`config.mk`:
```
export PLATFORM = sky130hd
export DESIGN_NAME = wrs_supervisor
export DESIGN_NICKNAME = d
export VERILOG_FILES = /design/src/pkg/wrs_pkg.sv /design/src/design/wrs_supervisor.sv
export SDC_FILE = /design/constraint.sdc
export NUM_CORES = 1
export LEC_CHECK = 0
export BUFFER_PORTS_ARGS = -buffer_cell sky130_fd_sc_hd__clkbuf_2
export CAP_MARGIN = 20
export CORE_MARGIN = 3
export CORE_UTILIZATION = 60
export DETAILED_ROUTE_END_ITERATION = 10
export GPL_TIMING_DRIVEN = 0
export PLACE_DENSITY_LB_ADDON = 0.12
export SYNTH_ARGS = -nofsm -noshare
export SYNTH_HDL_FRONTEND = slang
export SYNTH_SLANG_ARGS = --single-unit
```
`constraint.sdc`:
```
create_clock -name sys_clk -period 8.2 [get_ports sys_clk]
set_clock_uncertainty 0.15 [all_clocks]
set_input_delay 1.64 -clock sys_clk [delete_from_list [all_inputs] [get_ports sys_clk]]
set_output_delay 1.64 -clock sys_clk [all_outputs]
set_load 0.005 [all_outputs]
```
`src/pkg/wrs_pkg.sv`:
```
// Constants shared by the watchdog, reset and square-wave supervisor
package wrs_pkg;

    // Time base
    localparam int unsigned CLK_HZ = 100_000_000;
    localparam int unsigned OSC_HZ = 32_768;
    localparam int unsigned TICK_HZ = 2 * OSC_HZ;
    localparam logic [26:0] TICK_INC = 27'(TICK_HZ);
    localparam logic [26:0] TICK_WRAP = 27'(CLK_HZ);

    // Register offsets
    localparam logic [7:0] WD_CTL_ADDR = 8'h09;
    localparam logic [7:0] ALM_SQW_ADDR = 8'h0a;
    localparam logic [7:0] FLAGS_ADDR = 8'h0f;
    localparam logic [7:0] SQW_SEL_ADDR = 8'h13;
    localparam logic [7:0] CFG_ADDR = 8'h20;
    localparam logic [7:0] STAT_ADDR = 8'h21;

    // Field positions
    localparam int WD_STEER_BIT = 7;
    localparam int WD_MULT_LSB = 2;
    localparam int WD_RES_LSB = 0;
    localparam int ALM_IRQ_EN_BIT = 7;
    localparam int SQW_EN_BIT = 6;
    localparam int ALM_BKP_EN_BIT = 5;
    localparam int FLAG_WD_BIT = 7;
    localparam int SQW_SEL_LSB = 4;
    localparam int CFG_FT_BIT = 0;
    localparam int CFG_ST_BIT = 1;
    localparam int CFG_OSC_FAIL_IRQ_EN_BIT = 2;
    localparam int CFG_TR_BIT = 3;
    localparam int CFG_32K_EN_BIT = 4;
    localparam int CFG_SQW_OPEN_DRAIN_SEL_BIT = 5;
    localparam int CFG_TAMPER1_IRQ_EN_BIT = 6;
    localparam int CFG_TAMPER2_IRQ_EN_BIT = 7;

    // Reset values
    localparam logic [7:0] WD_CTL_RST = 8'h00;
    localparam logic [7:0] ALM_SQW_RST = 8'h00;
    localparam logic [7:0] SQW_SEL_RST = 8'h00;
    localparam logic [7:0] CFG_RST = 8'h30;

    // Mask of bits cleared by a power-cycle style reset
    localparam logic [7:0] ALM_POR_CLR = 8'he0;
    localparam logic [7:0] CFG_POR_CLR = 8'hc5;
    // Mask of bits cleared by a reset-steered watchdog timeout
    localparam logic [7:0] ALM_WD_CLR = 8'he0;
    localparam logic [7:0] CFG_WD_CLR = 8'h01;

    // Watchdog: 1/16 s in oscillator half-period ticks
    localparam int unsigned RES0_TICKS = TICK_HZ / 16;

    // Recovery time and reset-input filter
    localparam int unsigned REC_LONG_US = 97_000;
    localparam int unsigned REC_SHORT_US = 100;
    localparam int unsigned RSTIN_MIN_NS = 150;
    localparam int unsigned REC_LONG_CYC = REC_LONG_US * (CLK_HZ / 1_000_000);
    localparam int unsigned REC_SHORT_CYC = REC_SHORT_US * (CLK_HZ / 1_000_000);
    localparam int unsigned RSTIN_FILT_CYC =
        (RSTIN_MIN_NS * (CLK_HZ / 1_000_000) + 999) / 1000;

    // Square wave: prescaler bit giving 512 Hz for the frequency test
    localparam int FT_TAP = 6;

endpackage : wrs_pkg

```
`src/design/wrs_supervisor.sv`:
```
// Watchdog, reset output, square-wave and power-fail supervisor logic
//
// Strobed register access was left to the implementer.
`timescale 1ns/1ps
`default_nettype none

////////////////////////////////////////////////////////////////////////////////
module wrs_supervisor
    import wrs_pkg::*;
#(
    parameter int unsigned RecLongCycles = REC_LONG_CYC,
    parameter int unsigned RecShortCycles = REC_SHORT_CYC,
    parameter int unsigned FiltCycles = RSTIN_FILT_CYC
)
(
    input wire logic sys_clk,
    input wire logic rstn,
    input wire logic [7:0] regAddr,
    input wire logic [7:0] regWrData,
    input wire logic regWr,
    input wire logic regRd,
    output logic [7:0] regRdData,
    input wire logic wdKickIn,
    input wire logic resetInFall,
    input wire logic resetInRise,
    input wire logic supplyOk,
    input wire logic pwrfailInA,
    input wire logic pwrfailInB,
    output logic rstOut,
    output logic rstOe,
    output logic irqOut,
    output logic irqOe,
    output logic sqwOut,
    output logic sqwOe,
    output logic clk32kOut,
    output logic clk32kOe,
    output logic pwrfailOutAN,
    output logic pwrfailOutBN
);

    ////////////////////////////////////////////////////////////////////////////
    // Input synchronisers; only the second stage is read by logic
    logic [5:0] syncA_reg;
    logic [5:0] syncB_reg;
    logic kickPrev_reg;
    logic [5:0] pinRaw;

    assign pinRaw = {pwrfailInB, pwrfailInA, supplyOk, resetInRise,
                     resetInFall, wdKickIn};

    always_ff @(posedge sys_clk)
    begin
        if (!rstn)
        begin
            // Idle pin levels, so no false edge or supply loss after reset
            syncA_reg <= 6'h0a;
            syncB_reg <= 6'h0a;
            kickPrev_reg <= 1'b0;
        end
        else
        begin
            syncA_reg <= pinRaw;
            syncB_reg <= syncA_reg;
            kickPrev_reg <= syncB_reg[0];
        end
    end

    logic kickEdge;
    logic supOk;
    assign kickEdge = syncB_reg[0] ^ kickPrev_reg;
    assign supOk = syncB_reg[3];

    ////////////////////////////////////////////////////////////////////////////
    // Reset-input deglitch: a level must hold FiltCycles before it is seen
    logic [1:0] filt_reg;
    logic [1:0] filtPrev_reg;
    logic [7:0] filtCnt_reg [2];

    always_ff @(posedge sys_clk)
    begin
        if (!rstn)
        begin
            filt_reg <= 2'h1;
            filtPrev_reg <= 2'h1;
            filtCnt_reg[0] <= 8'h00;
            filtCnt_reg[1] <= 8'h00;
        end
        else
        begin
            filtPrev_reg <= filt_reg;
            for (int i = 0; i < 2; i++)
            begin
                if (syncB_reg[i + 1] == filt_reg[i])
                    filtCnt_reg[i] <= 8'h00;
                else if (filtCnt_reg[i] >= 8'(FiltCycles - 1))
                begin
                    filt_reg[i] <= syncB_reg[i + 1];
                    filtCnt_reg[i] <= 8'h00;
                end
                else
                    filtCnt_reg[i] <= filtCnt_reg[i] + 8'h01;
            end
        end
    end

    logic rstInFallEv;
    logic rstInRiseEv;
    logic rstInHold;
    assign rstInFallEv = filtPrev_reg[0] & ~filt_reg[0];
    assign rstInRiseEv = ~filtPrev_reg[1] & filt_reg[1];
    assign rstInHold = ~filt_reg[0] | filt_reg[1];

    ////////////////////////////////////////////////////////////////////////////
    // Oscillator time base: fractional divider gives an exact average rate
    logic [26:0] acc_reg;
    logic oscTick;
    logic [15:0] presc_reg;

    assign oscTick = (acc_reg + TICK_INC) >= TICK_WRAP;

    always_ff @(posedge sys_clk)
    begin
        if (!rstn)
        begin
            acc_reg <= 27'h0000000;
            presc_reg <= 16'h0000;
        end
        else
        begin
            if (oscTick)
            begin
                acc_reg <= acc_reg + TICK_INC - TICK_WRAP;
                presc_reg <= presc_reg + 16'h0001;
            end
            else
                acc_reg <= acc_reg + TICK_INC;
        end
    end

    ////////////////////////////////////////////////////////////////////////////
    // Registers
    logic [7:0] wdCtl_reg;
    logic [7:0] almSqw_reg;
    logic [7:0] sqwSel_reg;
    logic [7:0] cfg_reg;
    logic wdFlag_reg;
    logic wdIrq_reg;
    logic wdHalt_reg;
    logic wdTimeout;
    logic wdRstMode;
    logic porEvent;
    logic wdWrite;

    assign wdWrite = regWr && (regAddr == WD_CTL_ADDR);
    assign wdRstMode = wdCtl_reg[WD_STEER_BIT];
    // Supply loss and reset inputs clear the watchdog control and only the masked alarm and config bits
    assign porEvent = ~supOk | rstInFallEv | rstInRiseEv;

    always_ff @(posedge sys_clk)
    begin
        if (!rstn)
        begin
            wdCtl_reg <= WD_CTL_RST;
            almSqw_reg <= ALM_SQW_RST;
            sqwSel_reg <= SQW_SEL_RST;
            cfg_reg <= CFG_RST;
        end
        else if (porEvent)
        begin
            wdCtl_reg <= WD_CTL_RST;
            almSqw_reg <= almSqw_reg & ~ALM_POR_CLR;
            cfg_reg <= cfg_reg & ~CFG_POR_CLR;
        end
        else if (wdTimeout && wdRstMode)
        begin
            // Timeout clear outranks a write to another register in the same cycle; a watchdog control write blocks the timeout
            wdCtl_reg <= WD_CTL_RST;
            almSqw_reg <= almSqw_reg & ~ALM_WD_CLR;
            cfg_reg <= cfg_reg & ~CFG_WD_CLR;
        end
        else if (regWr)
        begin
            if (regAddr == WD_CTL_ADDR)
                wdCtl_reg <= regWrData;
            if (regAddr == ALM_SQW_ADDR)
                almSqw_reg <= regWrData;
            if (regAddr == SQW_SEL_ADDR)
                sqwSel_reg <= regWrData;
            if (regAddr == CFG_ADDR)
                cfg_reg <= regWrData;
        end
    end

    ////////////////////////////////////////////////////////////////////////////
    // Watchdog counter
    logic [4:0] wdMult;
    logic [1:0] wdRes;
    logic [18:0] wdSub_reg;
    logic [4:0] wdCnt_reg;
    logic [18:0] stepLast;
    logic wdRun;
    logic wdRestart;

    assign wdMult = wdCtl_reg[WD_MULT_LSB +: 5];
    assign wdRes = wdCtl_reg[WD_RES_LSB +: 2];
    // Step length 4096 ticks scaled by four per resolution code
    assign stepLast = 19'(RES0_TICKS << (2 * wdRes)) - 19'h00001;
    assign wdRun = (wdMult != 5'h00) && !wdHalt_reg;
    assign wdRestart = kickEdge | wdWrite;
    // Counting from zero at the restart keeps error under one step
    assign wdTimeout = wdRun && !wdRestart && oscTick
                       && (wdSub_reg == stepLast)
                       && (wdCnt_reg == wdMult - 5'h01);

    always_ff @(posedge sys_clk)
    begin
        if (!rstn || porEvent || wdRestart || !wdRun || wdTimeout)
        begin
            wdSub_reg <= 19'h00000;
            wdCnt_reg <= 5'h00;
        end
        else if (oscTick)
        begin
            if (wdSub_reg == stepLast)
            begin
                wdSub_reg <= 19'h00000;
                wdCnt_reg <= wdCnt_reg + 5'h01;
            end
            else
                wdSub_reg <= wdSub_reg + 19'h00001;
        end
    end

    // Interrupt-mode timeout halts the watchdog until software rewrites it
    always_ff @(posedge sys_clk)
    begin
        if (!rstn || porEvent)
        begin
            wdIrq_reg <= 1'b0;
            wdHalt_reg <= 1'b0;
        end
        else if (wdTimeout && !wdRstMode)
        begin
            wdIrq_reg <= 1'b1;
            wdHalt_reg <= 1'b1;
        end
        else
        begin
            if (kickEdge || (wdWrite && regWrData == 8'h00))
                wdIrq_reg <= 1'b0;
            if (wdWrite)
                wdHalt_reg <= 1'b0;
        end
    end

    // Flag: a timeout in the clearing read's cycle wins
    always_ff @(posedge sys_clk)
    begin
        if (!rstn)
            wdFlag_reg <= 1'b0;
        else if (wdTimeout)
            wdFlag_reg <= 1'b1;
        else if (regRd && regAddr == FLAGS_ADDR)
            wdFlag_reg <= 1'b0;
    end

    ////////////////////////////////////////////////////////////////////////////
    // Recovery timer behind the reset output and power-fail outputs
    logic [23:0] recCnt_reg;
    logic supRec_reg;
    logic resetHold;
    logic [23:0] recLoad;

    assign resetHold = ~supOk | rstInHold;
    assign recLoad = cfg_reg[CFG_TR_BIT] ? 24'(RecShortCycles)
                                         : 24'(RecLongCycles);

    always_ff @(posedge sys_clk)
    begin
        if (!rstn)
        begin
            recCnt_reg <= 24'(RecLongCycles);
            supRec_reg <= 1'b1;
        end
        else
        begin
            if (resetHold || (wdTimeout && wdRstMode))
                recCnt_reg <= recLoad;
            else if (recCnt_reg != 24'h000000)
                recCnt_reg <= recCnt_reg - 24'h000001;
            if (!supOk)
                supRec_reg <= 1'b1;
            else if (recCnt_reg == 24'h000000)
                supRec_reg <= 1'b0;
        end
    end

    ////////////////////////////////////////////////////////////////////////////
    // Pin drivers; all registered
    logic [3:0] sqwCode;
    logic sqwWave;
    logic sqwDrive;
    logic oscRun;

    assign sqwCode = sqwSel_reg[SQW_SEL_LSB +: 4];
    // Code 1 is bit 0; code n above 1 is bit n, halving each step
    assign sqwWave = (sqwCode == 4'h1) ? presc_reg[0]
                                       : presc_reg[sqwCode];
    assign oscRun = ~cfg_reg[CFG_ST_BIT];

    always_comb
    begin
        if (almSqw_reg[SQW_EN_BIT] && sqwCode != 4'h0)
            sqwDrive = 1'b1;
        else
            // Frequency test only while the square wave enable is clear
            sqwDrive = !almSqw_reg[SQW_EN_BIT] && cfg_reg[CFG_FT_BIT]
                       && oscRun;
    end

    always_ff @(posedge sys_clk)
    begin
        if (!rstn)
        begin
            rstOut <= 1'b0;
            rstOe <= 1'b1;
            irqOut <= 1'b0;
            irqOe <= 1'b0;
            sqwOut <= 1'b0;
            sqwOe <= 1'b0;
            clk32kOut <= 1'b0;
            clk32kOe <= 1'b0;
            pwrfailOutAN <= 1'b0;
            pwrfailOutBN <= 1'b0;
        end
        else
        begin
            rstOe <= resetHold || recCnt_reg != 24'h000000;
            irqOe <= wdIrq_reg;
            if (!sqwDrive)
            begin
                sqwOut <= 1'b0;
                sqwOe <= 1'b0;
            end
            else if (cfg_reg[CFG_SQW_OPEN_DRAIN_SEL_BIT])
            begin
                sqwOut <= 1'b0;
                sqwOe <= almSqw_reg[SQW_EN_BIT] ? ~sqwWave
                                                : ~presc_reg[FT_TAP];
            end
            else
            begin
                sqwOut <= almSqw_reg[SQW_EN_BIT] ? sqwWave
                                                 : presc_reg[FT_TAP];
                sqwOe <= 1'b1;
            end
            clk32kOe <= cfg_reg[CFG_32K_EN_BIT] && oscRun
                        && ~presc_reg[0];
            if (!supOk)
            begin
                pwrfailOutAN <= 1'b0;
                pwrfailOutBN <= 1'b0;
            end
            else if (supRec_reg)
            begin
                pwrfailOutAN <= 1'b1;
                pwrfailOutBN <= 1'b1;
            end
            else
            begin
                pwrfailOutAN <= ~syncB_reg[4];
                pwrfailOutBN <= ~syncB_reg[5];
            end
        end
    end

    ////////////////////////////////////////////////////////////////////////////
    // Read port: data one cycle after the strobe, zero elsewhere
    always_ff @(posedge sys_clk)
    begin
        if (!rstn)
            regRdData <= 8'h00;
        else if (regRd)
        begin
            unique case (regAddr)
                WD_CTL_ADDR: regRdData <= wdCtl_reg;
                ALM_SQW_ADDR: regRdData <= almSqw_reg;
                FLAGS_ADDR: regRdData <= {wdFlag_reg, 7'h00};
                SQW_SEL_ADDR: regRdData <= sqwSel_reg;
                CFG_ADDR: regRdData <= cfg_reg;
                STAT_ADDR: regRdData <= {4'h0, wdHalt_reg, wdIrq_reg,
                                         supRec_reg, rstOe};
                default: regRdData <= 8'h00;
            endcase
        end
        else
            regRdData <= 8'h00;
    end

endmodule : wrs_supervisor
`default_nettype wire

```
==> impl_metrics.yaml, run 1 <==
cells_and_area:
  instances_no_fill: 1183
  diodes: 0
  syn2layout_area_growth_pct: 13.1
  nets: 1037
  drive_gt1_share_pct: 9.89
  largest_reg_flops: 24
  stdcell_area_um2: 9100
synthesis:
  synth_area_per_cell_um2: 8.78
  synth_edf_count: 16
  ys_seq_elements: 167
  synth_ff_type: "dfxtp_1"
  syn-instance-count: 917
  synth.yosys.seq_area_share_pct: 43.5
  synth.distinct_cells: 72
  async_flop_share_pct: 0
  yosysWarnings: 0
  syn_area_um2: 8050
routing:
  ant_nets: 0
  first_pass_iters: 8
  initialDrtViolationCount: 847
  post-route-drc-count: 0
  drt-total-wl_mm: 19.3
  via_count: 7126
  via_per_inst: 6.02
  wl_per_cell_um: 16.3
sta:
  grt_setup_unrepaired: "false"
  hold_viol_final: 0
  fmax_ghz: 0.241
  fin_crit_sh_pct: 50.6
  final_max_slew_viol_count: 0
  worst_pin_slew_ns: 0.976
  fin_setup_tns_ns: 0
  relSlewSlack_pct: 33.2
  finalCriticalPeriod_ns: 4.15
  setup_viol: 0
  hold_slack_ns: 0.278
power:
  power_mw: 1.70
  ir_drop_v: 0.000136
  powerDensity_nw_per_um2: 186
  p_comb_share_pct: 5.2
  p_sw_share_pct: 24.8
  p_int_mw: 1.28
  p_seq_share_pct: 50.3
  p_leak_nw: 3.10
  p_sw_mw: 0.421
  pwr-share-clk_pct: 44.5
critical_path:
  worst_ep_required_time_ns: 8.34
  cp_max_fo: 10
  cp.arrival_ns: 4.29
  startpoint_type: "input port"
  critical_path_class: "in -> reg"
  crit_path_end_kind: "flop"
worst_hold_path:
  hold_class: "reg -> reg"
global_route:
  antenna_found_initial: 0
  grt_pass1_wl_mm: 32.1
  grt_pass1_vias: 6577
  grtUsageTotal_pct: 26.9
  grt_max_degree: 17
  grt_overflow: 0
flow_run:
  max_cap_viol_count: 0
floorplanning:
  initial_core_util_pct: 62.5
  num_rows: 41
  ios: 44
  die_w_um: 122
  die-area_um2: 14800
  die_h_um: 122
  core_area_um2: 12900
cts:
  cts_tree: "yes"
  clockBufferDepth: 2
  clk_latency_ns: 0.43
  cts_sinks: 167
  cts_setup_buffers: 0
  clk_pin_slew_ns: 0.07
  h-tree-depth: 4
  cts_resized: 0
  cts-buffers-inserted: 17
  cts_hold_buffers: 0
  clock-root-buffer: "clkbuf_16"
place:
  place_congestion: 0.918
  io_buffers: 38
  dp.final_hpwl_mm: 13.8
  placed_area_um2: 8540
  placedCellCount: 1150
status:
  status: "finished, final reports clean"
-- placed cells by master (no fill, tap or decap), types with 25 or more instances in the layout --
| cell | count |
|---|---|
| conb_1 | 25 |
| dfxtp_1 | 151 |
| inv_1 | 27 |
| nor2_1 | 80 |
| clkbuf_1 | 34 |
| nand4_1 | 33 |
| o21ai_0 | 36 |
| clkbuf_2 | 39 |
| nand3_1 | 47 |
| xor2_1 | 25 |
| xnor2_1 | 41 |
| nand2_1 | 85 |
| a21oi_1 | 83 |
-- per-layer routing --
layer  GRT usage (%)  up-vias  wire length, um
met1            37.4     3308             8850
met3            6.78       39             1460
li1                -     3481                -
met5               0        -                0
met2            41.4      298             8590
met4            8.82        0              380
-- cells by family (layout without fill, tap and decap cells) --
group | count (synthesis) | count (layout) | share of synthesized area, %
compound gates | 211 | 211 | 17.5
flops | 167 | 167 | 43.5
buf+inv | 75 | 146 | 3.84
simple gates | 364 | 364 | 22.9
mux | 19 | 19 | 3.00
xor+xnor | 66 | 66 | 7.18
other cells | 2 | 25 | 0.0933
fa+ha+maj | 13 | 13 | 2.02
-- final timing paths --
check                                        startpoint                           to  slack [ns]  cells after the start
worst max-delay path                         regAddr[2]   almSqw_reg[0]$_SDFFE_PN0P_        4.05                      8
worst min-delay path            syncA_reg[5]$_SDFF_PN0_      syncB_reg[5]$_SDFF_PN0_        0.28                      1
worst max register to register   acc_reg[16]$_SDFF_PN0_  recCnt_reg[19]$_SDFFE_PN0P_        4.41                     11
worst min register to register  syncA_reg[5]$_SDFF_PN0_      syncB_reg[5]$_SDFF_PN0_        0.28                      1
-- worst max-delay path, stage by stage --
cell and delay [ns]:
clkbuf_2 0.10, or3_1 0.38, or3b_2 0.48, nor4_2 0.71
clkbuf_1 0.44, nand2_1 0.21, o21ai_0 0.23, a21oi_1 0.10
-- synthesized netlist by cell type (3+ instances only) --
cell type | n | area, um^2
dfxtp_1 | 151 | 3020
nand2_1 | 85 | 319
a21oi_1 | 83 | 415
nor2_1 | 80 | 300
nand3_1 | 47 | 235
xnor2_1 | 41 | 359
o21ai_0 | 36 | 180
clkbuf_1 | 34 | 128
nand4_1 | 33 | 206
inv_1 | 27 | 101
xor2_1 | 25 | 219
nor3_1 | 21 | 105
o31ai_1 | 18 | 135
edfxtp_1 | 16 | 480
or3_1 | 15 | 93.8
mux2i_1 | 14 | 140
or4_1 | 14 | 105
and2_1 | 13 | 81.3
ha_1 | 13 | 163
o211ai_1 | 12 | 90.1
nor4_1 | 11 | 68.8
and3_1 | 10 | 62.6
nand2b_1 | 10 | 62.6
a211oi_1 | 8 | 60.1
buf_2 | 6 | 30.0
nand3b_1 | 6 | 45.0
a222oi_1 | 5 | 50.1
a22oi_1 | 5 | 37.5
a2111oi_1 | 4 | 40.0
a31oi_1 | 4 | 25.0
and4_1 | 4 | 35.0
mux4_2 | 4 | 90.1
a21boi_0 | 3 | 22.5
buf_1 | 3 | 11.3
buf_4 | 3 | 22.5
nor3b_1 | 3 | 22.5
nor4b_1 | 3 | 26.3
o41ai_1 | 3 | 26.3
-- stage by stage --
stage / utilization [%] / worst slack [ns]
2_1_floorplan: - / 4.30
3_3_place_gp: 66.3 / 3.72
3_5_place_dp: 66.3 / 3.69
4_1_cts: 70.7 / 4.14
5_1_grt: 70.7 / 3.86
6_report: 70.7 / 4.05
-- cell type report --
type | count | area (um^2)
multi-input combinational | 698 | 4320
fill | 1067 | 3770
sequential | 167 | 3500
clock buffer | 18 | 439
tap | 172 | 215
buffer | 48 | 208
timing repair buffer | 39 | 198
clock inverter | 14 | 116
inverter | 27 | 101
-- power by group through the flow --
stage | logic (mW) | clock network (mW) | registers (mW)
after detailed placement | 0.0865 | 0 | 0.871
after global routing | 0.0995 | 0.800 | 0.854
final | 0.0887 | 0.755 | 0.853
after floorplan | 0.0597 | 0 | 0.868
after global placement | 0.0848 | 0 | 0.871
after CTS | 0.0875 | 0.764 | 0.853
Note: power is estimated with default switching activity, not from simulation.
==> run 2: changes to the inputs <==
clock period = 4.2 ns   (was 8.2 ns; I/O delays follow)
==> impl_metrics.yaml, run 2 (synthesis gave the netlist of run 1 again) <==
status:
  status: "finished, final reports clean"
critical_path:
  r2r-start: "acc_reg[16]$_SDFF_PN0_"
  crit_start: "acc_reg[16]$_SDFF_PN0_"
  r2r_slack_ns: 0.40
  critical_path_class: "reg -> reg"
  critPathMostFrequentCell: "buf_2"
  startpoint_type: "flop"
  cp.arrival_ns: 3.96
  crit_path_end_kind: "flop"
  cpMaxStageDelayCell: "dfxtp_1"
  worstPathCellList: "ha_1, buf_2, xnor2_1, or3_1, o211a_4, a2111oi_2, buf_2, o2111ai_2, nand2_1, buf_2, nor2_1"
  cp_max_fo: 10
  worst_ep_required_time_ns: 4.36
  cpPeakStageDelay_ns: 0.45
cts:
  cts_resized: 0
  clk_latency_ns: 0.43
  clk_pin_slew_ns: 0.07
  cts_hold_buffers: 0
  clock-root-buffer: "clkbuf_16"
  cts_tree: "yes"
  cts-buffers-inserted: 17
  clockBufferDepth: 2
  h-tree-depth: 4
  cts_sinks: 167
  cts_setup_buffers: 0
sta:
  hold_viol_final: 0
  relSlewSlack_pct: 33.7
  fin_setup_tns_ns: 0
  fmax_ghz: 0.263
  setup_viol: 0
  fin_crit_sh_pct: 90.4
  grt_setup_unrepaired: "false"
  finalCriticalPeriod_ns: 3.80
  final_max_slew_viol_count: 0
  worst_pin_slew_ns: 0.986
  hold_slack_ns: 0.278
routing:
  drt-total-wl_mm: 19.3
  via_count: 7189
  first_pass_iters: 7
  via_per_inst: 6.08
  initialDrtViolationCount: 838
  wl_per_cell_um: 16.3
  ant_nets: 0
  post-route-drc-count: 0
cells_and_area:
  layout_commonest_cell: "dfxtp_1"
  fin_util_pct: 70.7
  final_cell_mix: "dfxtp_1, nand2_1, a21oi_1, nor2_1, nand3_1"
  syn2layout_area_growth_pct: 13.1
  largest_reg_flops: 24
  nets: 1037
  drive_gt1_share_pct: 9.89
  diodes: 0
flow_run:
  max_cap_viol_count: 0
power:
  p_sw_share_pct: 24.8
  pwr-share-clk_pct: 44.5
  p_seq_share_pct: 50.3
  p_comb_share_pct: 5.2
  p_sw_mw: 0.822
  p_leak_nw: 3.10
  powerDensity_nw_per_um2: 364
  p_int_mw: 2.49
  power_mw: 3.31
  ir_drop_v: 0.000265
worst_hold_path:
  hold_class: "reg -> reg"
  hold_start: "syncA_reg[5]$_SDFF_PN0_"
floorplanning:
  core_area_um2: 12900
  num_rows: 41
  die-area_um2: 14800
  die_h_um: 122
  ios: 44
  die_w_um: 122
  initial_core_util_pct: 62.5
global_route:
  grt_pass1_vias: 6571
  antenna_found_initial: 0
  grtUsageTotal_pct: 27.0
  grt_pass1_wl_mm: 32.2
  grt_max_degree: 17
  grt_overflow: 0
place:
  io_buffers: 38
  place_congestion: 0.918
  dp.final_hpwl_mm: 13.8
-- run 2: cell counts in the layout (fill, tap and decap cells not counted) --
Identical to the previous run, type by type.
-- run 2: worst paths after layout --
kind                                       to  cells past startpoint
setup / recovery  recCnt_reg[19]$_SDFFE_PN0P_                     11
hold / removal        syncB_reg[5]$_SDFF_PN0_                      1
setup reg to reg  recCnt_reg[19]$_SDFFE_PN0P_                     11
hold reg to reg       syncB_reg[5]$_SDFF_PN0_                      1
-- run 2: through the flow --
step | std cells | setup slack [ns] | cell area [um^2]
global route | 1183 | 0.148 | 9100
finish | 1183 | 0.402 | 9100
global placement | 1150 | 0.511 | 8540
CTS | 1182 | 0.434 | 9100
detailed placement | 1150 | 0.477 | 8540
floorplan | 940 | 1.06 | 8140
-- run 2: power groups by stage --
stage / combinational [mW] / clock [mW] / sequential [mW]
finish: 0.173 / 1.47 / 1.67
detailed placement: 0.169 / 0 / 1.70
floorplan: 0.117 / 0 / 1.69
CTS: 0.171 / 1.49 / 1.66
global placement: 0.166 / 0 / 1.70
global route: 0.194 / 1.56 / 1.67
-- run 2: worst max-delay path, delay by kind of cell, from the launching register on --
family                   cells  cell delay, ns
flip-flops                   1            0.45
AND/OR/NAND/NOR              3            0.89
XOR/XNOR                     1            0.13
AO/OA/AOI/OAI                3            1.05
adder cells (fa/ha/maj)      1            0.18
buffers and inverters        3            0.83
-- run 2: metal layers --
metal | vias to the layer above | GRT usage, % | wire length (um)
met5 | - | 0 | 0
met4 | 0 | 8.68 | 410
met3 | 42 | 6.78 | 1520
met2 | 313 | 41.4 | 8570
met1 | 3353 | 37.5 | 8810
li1 | 3481 | - | -
-- run 2: final cells by class --
| class | instances | area (um^2) |
|---|---|---|
| plain buffers | 48 | 208 |
| clock buffers | 18 | 439 |
| clock inverters | 14 | 116 |
| fillers | 1067 | 3770 |
| inverters | 27 | 101 |
| multi-input cells | 698 | 4320 |
| flip-flops and latches | 167 | 3500 |
| well taps | 172 | 215 |
| repair buffers | 39 | 198 |
